**src/verilog/ciap_regs.svh**
```systemverilog
// Constants of the card arming and polling link and its host registers.
`ifndef CIAP_REGS_SVH
`define CIAP_REGS_SVH

// ----------------------------------------------------------------------
// Control word bit positions and codes
// ----------------------------------------------------------------------
`define CIAP_TME_BIT 4
`define CIAP_SYE_BIT 5
`define CIAP_ISL_BIT 7
`define CIAP_IEN_BIT 8
`define CIAP_CTL_INPUT 12'h0a0
`define CIAP_CTL_INTR 12'h130
`define CIAP_CTL_OUTPUT 12'h020

// ----------------------------------------------------------------------
// Answers on the link
// ----------------------------------------------------------------------
`define CIAP_IRQ_MARK 16'h2710
`define CIAP_STB_SRQ 8'h40

// ----------------------------------------------------------------------
// Timer card tick
// ----------------------------------------------------------------------
`define CIAP_CLK_NS 20
`define CIAP_TMR_TICK_NS 1000
`define CIAP_TMR_TICK_CYC (`CIAP_TMR_TICK_NS / `CIAP_CLK_NS)

// ----------------------------------------------------------------------
// Host register offsets and fields
// ----------------------------------------------------------------------
`define CIAP_OFS_CMD 8'h00
`define CIAP_OFS_RSP 8'h04
`define CIAP_OFS_STAT 8'h08
`define CIAP_OFS_ISR 8'h0c
`define CIAP_OFS_IMR 8'h10
`define CIAP_CMD_SLOT_LSB 12
`define CIAP_CMD_GATE_BIT 14
`define CIAP_CMD_KIND_LSB 16
`define CIAP_ISR_SRQ 0
`define CIAP_ISR_DONE 1
`define CIAP_ISR_REFUSED 2

`endif

```
**src/verilog/ciap_pkg.sv**
```systemverilog
// Types shared by both ends of the card arming and polling link.
package ciap_pkg;

  localparam int CIAP_NSLOT = 4;
  localparam int CIAP_SLOT_W = 2;
  localparam int CIAP_WORD_W = 12;

  typedef enum logic [1:0] {
    K_CTL = 2'h0,
    K_ADDR = 2'h1,
    K_DATA = 2'h2,
    K_POLL = 2'h3
  } ciap_kind_e;

  typedef enum logic [1:0] {
    C_DIN = 2'h0,
    C_PINT = 2'h1,
    C_TMR = 2'h2,
    C_EVS = 2'h3
  } ciap_card_e;

  typedef enum logic [1:0] {
    CMP_EQ = 2'h0,
    CMP_NE = 2'h1,
    CMP_GT = 2'h2,
    CMP_LT = 2'h3
  } ciap_cmp_e;

  typedef enum logic [1:0] {
    ST_IDLE = 2'h0,
    ST_SEND = 2'h1,
    ST_WAIT = 2'h3
  } ciap_host_st_e;

  // Fixed population of the cage: one card of each kind.
  function automatic ciap_card_e ciap_slot_type(input int s);
    case (s)
      0: ciap_slot_type = C_DIN;
      1: ciap_slot_type = C_PINT;
      2: ciap_slot_type = C_TMR;
      default: ciap_slot_type = C_EVS;
    endcase
  endfunction

endpackage

```
**src/verilog/ciap_link_if.sv**
```systemverilog
// Word link between the host end and the card cage end.
`timescale 1ns/1ps
interface ciap_link_if;
  import ciap_pkg::*;
  logic cmd_vld;
  ciap_kind_e cmd_kind;
  logic [CIAP_SLOT_W-1:0] cmd_slot;
  logic cmd_gate;
  logic [CIAP_WORD_W-1:0] cmd_data;
  logic rsp_vld;
  logic [15:0] rsp_data;
  logic srq;

  modport dev (
    input cmd_vld, cmd_kind, cmd_slot, cmd_gate, cmd_data,
    output rsp_vld, rsp_data, srq
  );
  modport host (
    output cmd_vld, cmd_kind, cmd_slot, cmd_gate, cmd_data,
    input rsp_vld, rsp_data, srq
  );
endinterface

```
**src/verilog/ciap_dev.sv**
```systemverilog
// Card cage end: mode bits, interrupt-capable cards, request and polls.
//
// Added by the designer: the register offsets and the Wishbone register port.
`timescale 1ns/1ps
`include "ciap_regs.svh"

// How it works
// - Code 00240 sets input select, system enable.
// - Gated address in input mode arms card.
// - Code 00460 sets interrupt, system, timing bits.
// - Request stays low until armed card interrupts.
// - Serial poll byte is 64 after request.
// - Ungated address reads card without new gate.
// - Read data carries 10000 when card interrupted.
// - Code 00040 output mode; gated data disarms.
// - Strap arms cards when interrupt mode set.
// - Process card: ones init, word recycles, zeros disarm.
// - Host recycles process card before disarming it.
// - Process card trips on any twelve edges.
// - Timer loads duration, interrupts at end, zero disarms.
// - Timer recycles on gated duration in output mode.
// - Event card compares external word to reference.
// - Unreset interrupted card requests again later.
module ciap_dev
  import ciap_pkg::*;
#(
  parameter int NSLOT = CIAP_NSLOT,
  parameter int TICK_CYC = `CIAP_TMR_TICK_CYC
) (
  // Clock and reset
  input wire logic clk_i,
  input wire logic rst_i,
  // Link to the host end
  ciap_link_if.dev link,
  // Field pins of the cards
  input wire logic [NSLOT-1:0][CIAP_WORD_W-1:0] ext_word_i,
  input wire logic [NSLOT-1:0] ext_flag_i,
  input wire logic [1:0] cmp_sel_i,
  input wire logic group_arm_strap_i,
  // Card state for the user
  output logic [NSLOT-1:0] armed_o,
  output logic [NSLOT-1:0] done_o
);

  localparam int W = CIAP_WORD_W;

  if (NSLOT != CIAP_NSLOT || TICK_CYC < 1 ||
      TICK_CYC > 65536) begin : g_chk_param
    $error("ciap_dev: NSLOT or TICK_CYC out of range");
  end

  // --------------------------------------------------------------------
  // Mode bits
  // --------------------------------------------------------------------
  logic [W-1:0] mode_q;
  logic is_ctl, input_select_bit, timing_mode_bit, interrupt_enable_bit, int_mode;

  assign is_ctl = link.cmd_vld & (link.cmd_kind == K_CTL);
  assign input_select_bit = mode_q[`CIAP_ISL_BIT];
  assign timing_mode_bit = mode_q[`CIAP_TME_BIT];
  assign interrupt_enable_bit = mode_q[`CIAP_IEN_BIT];
  assign int_mode = timing_mode_bit & interrupt_enable_bit;

  always_ff @(posedge clk_i) begin
    if (rst_i) begin
      mode_q <= '0;
    end else if (is_ctl) begin
      mode_q <= link.cmd_data;
    end
  end

  // --------------------------------------------------------------------
  // Pin synchronisers
  // --------------------------------------------------------------------
  logic [NSLOT-1:0][W-1:0] word_m_q, word_s_q, word_p_q;
  logic [NSLOT-1:0] flag_m_q, flag_s_q, flag_p_q;
  logic [1:0] sel_m_q, sel_s_q;
  logic strap_m_q, strap_s_q;

  // No reset: the chains follow the pins through reset, so the edge
  // detectors leave reset at the pins' own level and see no false edge.
  always_ff @(posedge clk_i) begin
    word_m_q <= ext_word_i;
    word_s_q <= word_m_q;
    word_p_q <= word_s_q;
    flag_m_q <= ext_flag_i;
    flag_s_q <= flag_m_q;
    flag_p_q <= flag_s_q;
    sel_m_q <= cmp_sel_i;
    sel_s_q <= sel_m_q;
    strap_m_q <= group_arm_strap_i;
    strap_s_q <= strap_m_q;
  end

  // --------------------------------------------------------------------
  // Timer tick prescaler
  // --------------------------------------------------------------------
  logic [16:0] pre_q;
  logic tick;

  assign tick = (pre_q == 17'(TICK_CYC - 1));

  always_ff @(posedge clk_i) begin
    if (rst_i || tick) begin
      pre_q <= '0;
    end else begin
      pre_q <= pre_q + 17'h1;
    end
  end

  // --------------------------------------------------------------------
  // Card slots
  // --------------------------------------------------------------------
  logic [NSLOT-1:0] armed_q, done_q;
  logic [NSLOT-1:0][W-1:0] val_q;
  logic grp_arm;

  // Group arming happens on the control word that opens interrupt mode.
  assign grp_arm = strap_s_q & is_ctl & link.cmd_data[`CIAP_IEN_BIT] &
                   link.cmd_data[`CIAP_TME_BIT];

  for (genvar s = 0; s < NSLOT; s++) begin : g_slot
    localparam ciap_card_e TYPE = ciap_slot_type(s);
    logic sel, ind_arm, out_wr, hit, cmp;
    logic [W-1:0] cap, ref_q, cnt_q;

    assign sel = link.cmd_vld & link.cmd_gate &
                 (link.cmd_slot == CIAP_SLOT_W'(s));
    assign ind_arm = sel & (link.cmd_kind == K_ADDR) & input_select_bit & ~timing_mode_bit;
    assign out_wr = sel & (link.cmd_kind == K_DATA) & ~input_select_bit & ~timing_mode_bit;

    always_comb begin
      cmp = 1'b0;
      case (sel_s_q)
        CMP_EQ: cmp = (word_s_q[s] == ref_q);
        CMP_NE: cmp = (word_s_q[s] != ref_q);
        CMP_GT: cmp = (word_s_q[s] > ref_q);
        default: cmp = (word_s_q[s] < ref_q);
      endcase
      hit = 1'b0;
      cap = val_q[s];
      case (TYPE)
        C_DIN: begin
          hit = flag_p_q[s] & ~flag_s_q[s];
          cap = word_s_q[s];
        end
        C_PINT: begin
          hit = |(word_s_q[s] ^ word_p_q[s]);
          cap = word_s_q[s] ^ word_p_q[s];
        end
        C_TMR: hit = tick & (cnt_q == W'(1));
        default: begin
          // Outside interrupt mode the event card keeps nothing.
          hit = int_mode & cmp;
          cap = word_s_q[s];
        end
      endcase
    end

    always_ff @(posedge clk_i) begin
      if (rst_i) begin
        armed_q[s] <= 1'b0;
        done_q[s] <= 1'b0;
        val_q[s] <= '0;
        ref_q <= '0;
        cnt_q <= '0;
      end else begin
        if (ind_arm || grp_arm) begin
          armed_q[s] <= 1'b1;
          done_q[s] <= 1'b0;
        end
        if (TYPE == C_TMR && armed_q[s] && tick && cnt_q != '0) begin
          cnt_q <= cnt_q - W'(1);
        end
        if (out_wr) begin
          case (TYPE)
            C_PINT: begin
              if (&link.cmd_data) begin
                armed_q[s] <= 1'b1;
                done_q[s] <= 1'b0;
                val_q[s] <= '0;
              end else if (link.cmd_data == '0) begin
                armed_q[s] <= 1'b0;
                done_q[s] <= 1'b0;
              end else if (link.cmd_data == val_q[s]) begin
                done_q[s] <= 1'b0;
                val_q[s] <= '0;
              end
            end
            C_TMR: begin
              val_q[s] <= link.cmd_data;
              cnt_q <= link.cmd_data;
              done_q[s] <= 1'b0;
              if (link.cmd_data == '0) begin
                armed_q[s] <= 1'b0;
              end
            end
            C_EVS: begin
              ref_q <= link.cmd_data;
              armed_q[s] <= 1'b0;
              done_q[s] <= 1'b0;
            end
            default: begin
              armed_q[s] <= 1'b0;
              done_q[s] <= 1'b0;
            end
          endcase
        end
        // A trip in the same cycle as a recycle is kept only if done_q was clear; a card already done loses it.
        if (hit && armed_q[s] && !done_q[s]) begin
          done_q[s] <= 1'b1;
          val_q[s] <= cap;
        end
      end
    end
  end

  // --------------------------------------------------------------------
  // Service request
  // --------------------------------------------------------------------
  logic cond, cond_q, srq_q, is_poll;

  assign is_poll = link.cmd_vld & (link.cmd_kind == K_POLL);
  // Only a rise of the condition requests service, so a poll can clear
  // the line while flags remain set; reopening interrupt mode raises it.
  assign cond = int_mode & |(armed_q & done_q);

  always_ff @(posedge clk_i) begin
    if (rst_i) begin
      cond_q <= 1'b0;
      srq_q <= 1'b0;
    end else begin
      cond_q <= cond;
      if (cond && !cond_q) begin
        srq_q <= 1'b1;
      end else if (is_poll) begin
        srq_q <= 1'b0;
      end
    end
  end

  // --------------------------------------------------------------------
  // Answers to polls and reads
  // --------------------------------------------------------------------
  logic rsp_vld_q, is_read;
  logic [15:0] rsp_data_q;

  assign is_read = link.cmd_vld & (link.cmd_kind == K_ADDR) & ~link.cmd_gate;

  always_ff @(posedge clk_i) begin
    if (rst_i) begin
      rsp_vld_q <= 1'b0;
      rsp_data_q <= '0;
    end else begin
      rsp_vld_q <= is_poll | is_read;
      if (is_poll) begin
        rsp_data_q <= srq_q ? {8'h00, `CIAP_STB_SRQ} : 16'h0000;
      end else if (is_read) begin
        rsp_data_q <= {4'h0, val_q[link.cmd_slot]} +
                      (done_q[link.cmd_slot] ? `CIAP_IRQ_MARK : 16'h0000);
      end
    end
  end

  assign link.rsp_vld = rsp_vld_q;
  assign link.rsp_data = rsp_data_q;
  assign link.srq = srq_q;
  assign armed_o = armed_q;
  assign done_o = done_q;

endmodule // ciap_dev

```
**src/flat_wrapper.sv**
```systemverilog
// flat-port wrapper written by rule: the top's interface ports become plain ports
module ciap_dev_flat import ciap_pkg::*;
#(
  parameter int NSLOT = CIAP_NSLOT,
  parameter int TICK_CYC = `CIAP_TMR_TICK_CYC
)
  (clk_i, rst_i, ext_word_i, ext_flag_i, cmp_sel_i, group_arm_strap_i, armed_o, done_o, link_cmd_vld, link_cmd_kind, link_cmd_slot, link_cmd_gate, link_cmd_data, link_rsp_vld, link_rsp_data, link_srq);
  ciap_link_if link_i ();
  input wire logic clk_i;
  input wire logic rst_i;
  input wire logic [NSLOT-1:0][CIAP_WORD_W-1:0] ext_word_i;
  input wire logic [NSLOT-1:0] ext_flag_i;
  input wire logic [1:0] cmp_sel_i;
  input wire logic group_arm_strap_i;
  output logic [NSLOT-1:0] armed_o;
  output logic [NSLOT-1:0] done_o;
  input wire logic [$bits(link_i.cmd_vld)-1:0] link_cmd_vld;
  input wire logic [$bits(link_i.cmd_kind)-1:0] link_cmd_kind;
  input wire logic [$bits(link_i.cmd_slot)-1:0] link_cmd_slot;
  input wire logic [$bits(link_i.cmd_gate)-1:0] link_cmd_gate;
  input wire logic [$bits(link_i.cmd_data)-1:0] link_cmd_data;
  output wire logic [$bits(link_i.rsp_vld)-1:0] link_rsp_vld;
  output wire logic [$bits(link_i.rsp_data)-1:0] link_rsp_data;
  output wire logic [$bits(link_i.srq)-1:0] link_srq;
  assign link_i.cmd_vld = link_cmd_vld;
  assign link_i.cmd_kind = link_cmd_kind;
  assign link_i.cmd_slot = link_cmd_slot;
  assign link_i.cmd_gate = link_cmd_gate;
  assign link_i.cmd_data = link_cmd_data;
  assign link_rsp_vld = link_i.rsp_vld;
  assign link_rsp_data = link_i.rsp_data;
  assign link_srq = link_i.srq;
  ciap_dev #(.NSLOT(NSLOT), .TICK_CYC(TICK_CYC)) u_core (.clk_i(clk_i), .rst_i(rst_i), .link(link_i), .ext_word_i(ext_word_i), .ext_flag_i(ext_flag_i), .cmp_sel_i(cmp_sel_i), .group_arm_strap_i(group_arm_strap_i), .armed_o(armed_o), .done_o(done_o));
endmodule
```
**config.mk**
```make
export PLATFORM = sky130hd
export DESIGN_NAME = ciap_dev_flat
export DESIGN_NICKNAME = d
export VERILOG_FILES = /design/src/verilog/ciap_pkg.sv /design/src/verilog/ciap_link_if.sv /design/src/verilog/ciap_dev.sv /design/src/flat_wrapper.sv
export VERILOG_INCLUDE_DIRS = /design/src /design/src/verilog
export SDC_FILE = /design/constraint.sdc
export NUM_CORES = 1
export LEC_CHECK = 0
export BUFFER_PORTS_ARGS = -buffer_cell sky130_fd_sc_hd__buf_2
export CAP_MARGIN = 30
export CORE_ASPECT_RATIO = 0.75
export CORE_UTILIZATION = 43
export DETAILED_ROUTE_END_ITERATION = 8
export GPL_ROUTABILITY_DRIVEN = 0
export PLACE_DENSITY = 0.62
export RECOVER_POWER = 25
export SYNTH_ARGS = -nofsm -noshare
export SYNTH_HDL_FRONTEND = slang
export SYNTH_SLANG_ARGS = --single-unit
```
**constraint.sdc**
```tcl
create_clock -name clk_i -period 5.35 [get_ports clk_i]
set_clock_uncertainty 0.1 [all_clocks]
set_input_delay 0.2675 -clock clk_i [delete_from_list [all_inputs] [get_ports clk_i]]
set_output_delay 0.2675 -clock clk_i [all_outputs]
set_load 0.01 [all_outputs]
```
==> out/qor.yml, run 1 <==
drtIter0Drc: 425
arrival_ns: 3.10
netlist_instances: 745
final_common_cell: "dfxtp_1"
cap_violations: 0
grt_pass1_wl_um: 29190
cts_made_buffers: 21
num-fill-cells: 1573
ys.flop_type: "dfxtp_1"
core_mm2: 0.01766
period_needed_ns: 2.777
grt_util_all_layers_pct: 20.02
rsz0062_at_grt: "false"
p_sw_mw: 0.6920
rrSetupSlack_ns: 2.57
fmax_mhz: 360.1
clock_latency_ns: 0.50
final_area_mm2: 0.009458
synth_area_leader_cell: "dfxtp_1"
p_int_mw: 2.613
numClockSinks: 210
clkPwrFrac_pct: 45.9
htreeDepth: 1
ys_seq_area_share_pct: 54.21
synth.area.top_cells: "dfxtp_1 (54%), mux2i_1 (5.3%), nor2_1 (4.1%)"
power_leakage_nw: 3.873
power_density_mw_per_mm2: 349.4
fp.dieH_um: 118.3
avgViaCountPerCell: 5.270
multi_input_area_mm2: 0.003303
cp-endpoint: "u_core.val_q[36]$_SDFFE_PP0P_"
path_class: "reg2reg"
cts_root_buf: "clkbuf_16"
setup_tns_ns: 0
ant_nets: 0
vias: 5866
crit_path_start: "u_core.g_slot[3].ref_q[7]$_SDFFE_PP0P_"
post-route-period-util_pct: 51.91
drive_gt1_share_pct: 16.99
synth-edff-count: 0
cts.path.max_buffers: 3
wl_per_cell_um: 16.43
drc_errors: 0
worst_slack_ns: 2.573
outcome: "complete, no violations"
cts_setup_buffers: 0
cts.repair.resized: 0
dpl.hpwl_um: 12970
grt_pass1_vias: 5669
synth.distinct_cells: 55
nets: 954
dieWidth_um: 157.1
worstMarginPinSlew_ns: 0.9826
setup_viol: 0
antenna_found_initial: 0
totalWireLength_um: 18290
ys_seq_elements: 210
rr_startpoint: "u_core.g_slot[3].ref_q[7]$_SDFFE_PP0P_"
dieArea_mm2: 0.01858
postPlaceCellArea_mm2: 0.008338
pwr-share-comb_pct: 4.7
ys_warn_count: 0
hold_viol_final: 0
slew_headroom_pct: 34.31
ir_worst_vdd_mv: 0.2115
r2r_cells: 9
grt_max_degree: 86
final_max_slew_viol_count: 0
place_ws_ns: 2.541
start_util_pct: 43.92
final-seq-area_mm2: 0.004204
syn_area_mm2: 0.007755
path_clk_slew_ns: 0.06
placedCellCount: 1037
swShare_pct: 20.94
required_ns: 5.67
p_seq_share_pct: 49.3
min_path_type: "in2reg"
overflow: 0
avgSynthCellArea_um2: 10.41
synth.top_cell.area_share_pct: 54.21
holdBufCountCts: 40
firstDrtPassIters: 5
endpoint_kind: "register"
reg2reg_to: "u_core.val_q[36]$_SDFFE_PP0P_"
num_rows: 42
cts_tree: "done"
async_flop_share_pct: 0
port_buffers: 83
syn2layout_area_growth_pct: 21.96
crit_path_start_kind: "register"
fin_cells: 1113
final_cell_mix: "dfxtp_1 (210), nor2_1 (84), buf_2 (83), nand2_1 (64), mux2i_1 (41)"
pin_count: 101
diodes: 0
path_max_fanout: 13
[cells by family after synthesis]
| group | count (synthesis) | synth area share [%] |
|---|---|---|
| simple gates | 254 | 16.01 |
| flops | 210 | 54.21 |
| compound gates | 95 | 8.390 |
| buf+inv | 60 | 3.243 |
| mux | 54 | 9.067 |
| xor+xnor | 50 | 5.647 |
| fa+ha+maj | 21 | 3.388 |
| other cells | 1 | 0.04836 |
[Yosys cell counts (4+ instances only)]
cell type  count
nor2_1        84
clkbuf_1      27
xnor2_1       28
mux2i_1       41
o21ai_0        6
or3_1          5
nand3_1       20
nor4_1        15
ha_1          21
buf_4          4
a211oi_1      13
inv_1         21
dfxtp_1      210
xor2_1        22
nand4_1       16
mux4_2        13
and3_1         7
a22oi_1       14
nand2_1       64
nor3_1         7
or2_2          4
a32oi_1        9
a21oi_1       34
nor2b_1       10
[through the flow]
step / utilization [%] / hold WS, ns / power, mW
floorplan: - / 0.1952 / 1.739
global placement: 47.22 / 0.2101 / 1.792
detailed placement: 47.22 / 0.2121 / 1.797
CTS: 53.56 / 0.02840 / 3.335
global route: 53.56 / 0.05240 / 3.427
finish: 53.56 / 0.04068 / 3.305
[critical path, stage by stage, from the launching register on]
cell and delay (ns):
dfxtp_1 0.33, inv_1 0.05, ha_1 0.32, a21oi_1 0.14, o21ai_0 0.15, a221oi_1 0.62, nand3_1 0.17, a311oi_2 0.28
buf_4 0.30, mux2i_1 0.24
[power by group through the flow]
stage / Combinational [mW] / Sequential [mW] / Clock [mW]
floorplan: 0.0808 / 1.66 / 0
global placement: 0.128 / 1.66 / 0
detailed placement: 0.132 / 1.67 / 0
CTS: 0.155 / 1.63 / 1.55
global route: 0.171 / 1.63 / 1.62
finish: 0.156 / 1.63 / 1.52
[final cells by class]
| cell class | instances | share of cell area [%] |
|---|---|---|
| flip-flops and latches | 210 | 44.45 |
| multi-input cells | 476 | 34.93 |
| repair buffers | 127 | 8.943 |
| clock buffers | 29 | 6.403 |
| well taps | 242 | 3.201 |
| clock inverters | 7 | 1.204 |
| inverters | 22 | 0.8731 |
[state kept, by name, indices dropped and copies added (netlist names), 2 cells and up]
signal / cells
u_core.g_slot.cnt_q: 12
u_core.mode_q: 3
u_core.armed_o: 4
u_core.word_s_q: 12
u_core.link.rsp_data: 14
u_core.word_p_q: 12
u_core.g_slot.ref_q: 12
u_core.sel_s_q: 2
u_core.val_q: 36
u_core.pre_q: 17
u_core.word_m_q: 36
u_core.g_slot.cap: 36
u_core.sel_m_q: 2
u_core.done_o: 4
[worst min-delay path by stage]
stage / slack, ns / cells past startpoint / from / to
floorplan: 0.20 / 0 / ext_flag_i[0] / u_core.flag_m_q[0]$_DFF_P_
global placement: 0.21 / 0 / u_core.word_m_q[12]$_DFF_P_ / u_core.word_s_q[12]$_DFF_P_
detailed placement: 0.21 / 0 / u_core.word_m_q[14]$_DFF_P_ / u_core.word_s_q[14]$_DFF_P_
CTS: 0.03 / 3 / link_cmd_data[1] / u_core.g_slot[2].cnt_q[1]$_SDFFE_PP0P_
global route: 0.05 / 3 / link_cmd_data[1] / u_core.g_slot[2].cnt_q[1]$_SDFFE_PP0P_
finish: 0.04 / 3 / link_cmd_data[1] / u_core.g_slot[2].cnt_q[1]$_SDFFE_PP0P_
[metal layers]
| layer | routed length (µm) | share of wire [%] | vias up | GRT usage, % |
|---|---|---|---|---|
| li1 | - | - | 2829 | - |
| met1 | 8263 | 45 | 2789 | 27.83 |
| met2 | 8205 | 45 | 216 | 31.39 |
| met3 | 1521 | 8.3 | 32 | 4.547 |
| met4 | 294 | 1.6 | 0 | 4.854 |
| met5 | 0 | 0 | - | 0 |
Note: power is estimated with default switching activity, not from simulation.
==> inputs of run 2 (changes only) <==
clock period = 2.9 ns   (was 5.35 ns; I/O delays follow)
==> run 2 against run 1 <==
Effect of this change:
- clock power rose by 92%
- count of clock-buffer cells in the layout fell by 5
- fmax rose by 2.1%
- hold slack got worse by 0.022 ns
- via count fell by 0.82%
- largest cell class unchanged
- die area did not move
- core utilization rose by 1.1 points
- largest power group unchanged
==> out/qor.yml, run 2 (synthesized netlist as in run 1, its figures left out) <==
outcome: "complete, no violations"
setup_viol: 0
swShare_pct: 21.08
drc_errors: 0
port_buffers: 83
start_util_pct: 43.92
cts_made_buffers: 21
rr_startpoint: "u_core.g_slot[3].ref_q[7]$_SDFFE_PP0P_"
worst_slack_ns: 0.1810
numClockSinks: 210
wl_met2_um: 7924
cap_violations: 0
avgViaCountPerCell: 5.140
final_common_cell: "dfxtp_1"
ir_worst_vdd_mv: 0.3656
cts.repair.resized: 0
dieArea_mm2: 0.01858
path_clk_slew_ns: 0.06
totalWireLength_um: 18030
power_density_mw_per_mm2: 645.4
whs_endpoint: "u_core.link.srq$_SDFFE_PP0P_"
period_needed_ns: 2.719
num-fill-cells: 1574
crit_path_start_kind: "register"
highest_layer: "met4"
fp.dieH_um: 118.3
dpl.hpwl_um: 12840
min_path_type: "in2reg"
p_seq_share_pct: 48.2
grt_pass1_vias: 5582
cts_tree: "done"
diodes: 0
overflow: 0
drive_gt1_share_pct: 17.42
fmax_mhz: 367.8
pin_count: 101
r2r_cells: 9
firstDrtPassIters: 5
rsz0062_at_grt: "false"
vias: 5818
wl_met1_um: 8595
drtIter0Drc: 440
clock_latency_ns: 0.50
cts_root_buf: "clkbuf_16"
endpoint_kind: "register"
grt_util_all_layers_pct: 19.90
p_total_mw: 6.233
fin_util_pct: 54.70
fin_hold_ws_ns: 0.01851
num_rows: 42
rrSetupSlack_ns: 0.18
hold_viol_final: 0
nets: 972
grt_pass1_wl_um: 28900
place_ws_ns: 0.2111
final_cell_mix: "dfxtp_1 (210), nor2_1 (84), buf_2 (83), nand2_1 (64), dlygate4sd3_1 (53)"
clkPwrFrac_pct: 46.9
ant_nets: 0
reg2reg_to: "u_core.val_q[46]$_SDFFE_PP0P_"
post-route-period-util_pct: 93.76
cts.path.max_buffers: 3
path_max_fanout: 13
p_int_mw: 4.919
antenna_found_initial: 0
slew_headroom_pct: 34.42
path_class: "reg2reg"
wl_met3_um: 1146
core_mm2: 0.01766
power_leakage_nw: 3.954
grt_max_degree: 58
final_max_slew_viol_count: 0
arrival_ns: 3.04
required_ns: 3.22
syn2layout_area_growth_pct: 24.54
htreeDepth: 1
wl_per_cell_um: 15.93
hold_depth: 3
pwr-share-comb_pct: 4.8
dieWidth_um: 157.1
p_sw_mw: 1.314
worstMarginPinSlew_ns: 0.9817
setup_tns_ns: 0
hp-start: "link_cmd_kind[0]"
run 2: changes by cell type in the layout (fill, tap and decap cells not counted), sizes merged:
| cell | delta |
|---|---|
| bufinv | +2 |
| clkinv | +1 |
| buf | +5 |
| clkbuf | -5 |
| clkinvlp | +3 |
| dlygate4sd3 | +13 |
run 2: worst max-delay path by stage:
stage	start	slack, ns	end	depth (start not counted)
2_1_floorplan	link_cmd_slot[0]	0.29	u_core.link.rsp_data[12]$_SDFFE_PP0P_	10
3_3_place_gp	link_cmd_slot[0]	0.32	u_core.link.rsp_data[11]$_SDFFE_PP0P_	9
3_5_place_dp	u_core.g_slot[3].ref_q[7]$_SDFFE_PP0P_	0.21	u_core.val_q[46]$_SDFFE_PP0P_	9
4_1_cts	u_core.g_slot[3].ref_q[5]$_SDFFE_PP0P_	0.20	u_core.val_q[46]$_SDFFE_PP0P_	9
5_1_grt	u_core.g_slot[3].ref_q[5]$_SDFFE_PP0P_	0.02	u_core.val_q[46]$_SDFFE_PP0P_	9
6_report	u_core.g_slot[3].ref_q[7]$_SDFFE_PP0P_	0.18	u_core.val_q[46]$_SDFFE_PP0P_	9
run 2: worst max-delay path, stage by stage (launching register included):
cell and delay [ns]:
dfxtp_1 0.33, inv_1 0.05, ha_1 0.31, a21oi_1 0.16
o21ai_0 0.13, a221oi_1 0.60, nand3_1 0.17, a311oi_2 0.28
buf_4 0.29, mux2i_1 0.23
run 2: power groups by stage:
stage,clock [mW],sequential [mW],combinational [mW]
CTS,3.00,3.01,0.301
finish,2.92,3.01,0.302
floorplan,0,3.06,0.149
detailed placement,0,3.07,0.246
global route,3.11,3.01,0.332
global placement,0,3.07,0.238
run 2: through the flow:
step                      cell area, µm²  cells
after global placement              8376   1042
after global routing                9658   1132
after floorplan                     7759    746
final                               9658   1132
after CTS                           9658   1132
after detailed placement            8376   1042
run 2: what timing repair did:
item / CTS / global route
buffers inserted: 0 / 0
endpoints found under the hold margin: 80 / 0
endpoints found under the setup margin: 0 / 0
hold buffers: 53 / 0
run 2: final cells by class:
class / count / area (µm²) / area share, %
Timing Repair Buffer: 145 / 1013 / 10.49
Clock inverter: 13 / 205.2 / 2.125
Sequential cell: 210 / 4204 / 43.53
Clock buffer: 24 / 546.8 / 5.661
Multi-Input combinational cell: 476 / 3303 / 34.20
Inverter: 22 / 82.58 / 0.8550
Tap cell: 242 / 302.8 / 3.135
run 2: metal layers:
layer | global-route usage (%) | up-vias
li1 | - | 2877
met1 | 28.43 | 2749
met2 | 30.61 | 165
met3 | 4.034 | 27
met4 | 5.036 | 0
met5 | 0 | -
==> inputs of run 3 (changes only) <==
CTS_BUF_LIST = sky130_fd_sc_hd__clkbuf_16   (was unset)
CTS_CLUSTER_SIZE = 40   (was unset)
==> run 3 against run 2 <==
Effect of this change:
- worst setup slack worse by 0.0071 ns
- die area stayed put
- wire length is 0.23% higher
- via count is 0.50% higher
- core utilization is 0.057 points lower
- critical endpoint unchanged
- largest power group unchanged
- highest routed layer unchanged
==> out/qor.yml, run 3 (synthesized netlist as in run 1, its figures left out) <==
fmax_mhz: 366.8
avgViaCountPerCell: 5.165
drtIter0Drc: 462
setup_tns_ns: 0
ir_worst_vdd_mv: 0.3656
worstMarginPinSlew_ns: 0.9886
drive_gt1_share_pct: 17.30
required_ns: 3.23
slew_headroom_pct: 33.96
hold_depth: 3
num_rows: 42
grt_pass1_vias: 5582
diodes: 0
num-fill-cells: 1575
clock_latency_ns: 0.50
cts.path.max_buffers: 3
antenna_found_initial: 0
fp.dieH_um: 118.3
grt_max_degree: 58
rsz0062_at_grt: "false"
path_class: "reg2reg"
core_mm2: 0.01766
firstDrtPassIters: 5
final_max_slew_viol_count: 0
htreeDepth: 1
grt_pass1_wl_um: 28900
cts_root_buf: "clkbuf_16"
syn2layout_area_growth_pct: 24.41
final_common_cell: "dfxtp_1"
dpl.hpwl_um: 12840
p_total_mw: 6.202
cts_tree: "done"
dieWidth_um: 157.1
numClockSinks: 210
cts_setup_buffers: 0
cts_made_buffers: 21
hold_viol_final: 0
final_cell_mix: "dfxtp_1 (210), nor2_1 (84), buf_2 (83), nand2_1 (64), dlygate4sd3_1 (53)"
dieArea_mm2: 0.01858
port_buffers: 83
cap_violations: 0
overflow: 0
arrival_ns: 3.05
path_clk_slew_ns: 0.07
drc_errors: 0
fin_util_pct: 54.64
power_leakage_nw: 3.957
vias: 5847
start_util_pct: 43.92
r2r_cells: 9
fin_hold_ws_ns: 0.01693
totalWireLength_um: 18080
ant_nets: 0
pin_count: 101
endpoint_kind: "register"
path_max_fanout: 13
period_needed_ns: 2.726
power_density_mw_per_mm2: 642.9
grt_util_all_layers_pct: 19.90
outcome: "complete, no violations"
crit_path_start_kind: "register"
min_path_type: "in2reg"
holdBufCountCts: 53
cts.repair.resized: 0
nets: 972
setup_viol: 0
post-route-period-util_pct: 94.00
wl_per_cell_um: 15.97
-- run 3: final timing paths --
check	start	endpoint	slack [ns]
max	u_core.g_slot[3].ref_q[7]$_SDFFE_PP0P_	u_core.val_q[46]$_SDFFE_PP0P_	0.17
min	link_cmd_kind[0]	u_core.link.srq$_SDFFE_PP0P_	0.02
min reg2reg	u_core.sel_m_q[0]$_DFF_P_	u_core.sel_s_q[0]$_DFF_P_	0.23
max reg2reg	u_core.g_slot[3].ref_q[7]$_SDFFE_PP0P_	u_core.val_q[46]$_SDFFE_PP0P_	0.17
-- run 3: stage by stage --
step / cells / cell area (µm²) / worst slack, ns
finish: 1132 / 9648 / 0.1740
global route: 1132 / 9648 / 0.02112
CTS: 1132 / 9648 / 0.2018
detailed placement: 1042 / 8376 / 0.2111
global placement: 1042 / 8376 / 0.3237
floorplan: 746 / 7759 / 0.2897
-- run 3: cell type report --
cell class | count | area [µm²] | share of cell area [%]
sequential | 210 | 4204 | 43.57
multi-input combinational | 476 | 3303 | 34.24
timing repair buffer | 145 | 1013 | 10.50
clock buffer | 21 | 525.5 | 5.447
tap | 242 | 302.8 | 3.138
clock inverter | 16 | 216.5 | 2.244
inverter | 22 | 82.58 | 0.8559
-- run 3: layer usage --
metal,track usage [%],routed length [µm]
met5,0,0
met4,5.036,353
met3,4.034,1084
met2,30.61,7922
met1,28.43,8714
-- run 3: worst max-delay path, cell delays in order, from the launching register on --
cell	delay [ns]
dfxtp_1	0.33
inv_1	0.05
ha_1	0.32
a21oi_1	0.16
o21ai_0	0.13
a221oi_1	0.60
nand3_1	0.17
a311oi_2	0.28
buf_4	0.29
mux2i_1	0.22
-- run 3: power breakdown --
group / internal, mW / leakage (nW) / switching [mW]
clock: 1.77 / 0.362 / 1.12
combinational: 0.144 / 1.87 / 0.158
sequential: 2.97 / 1.73 / 0.0397
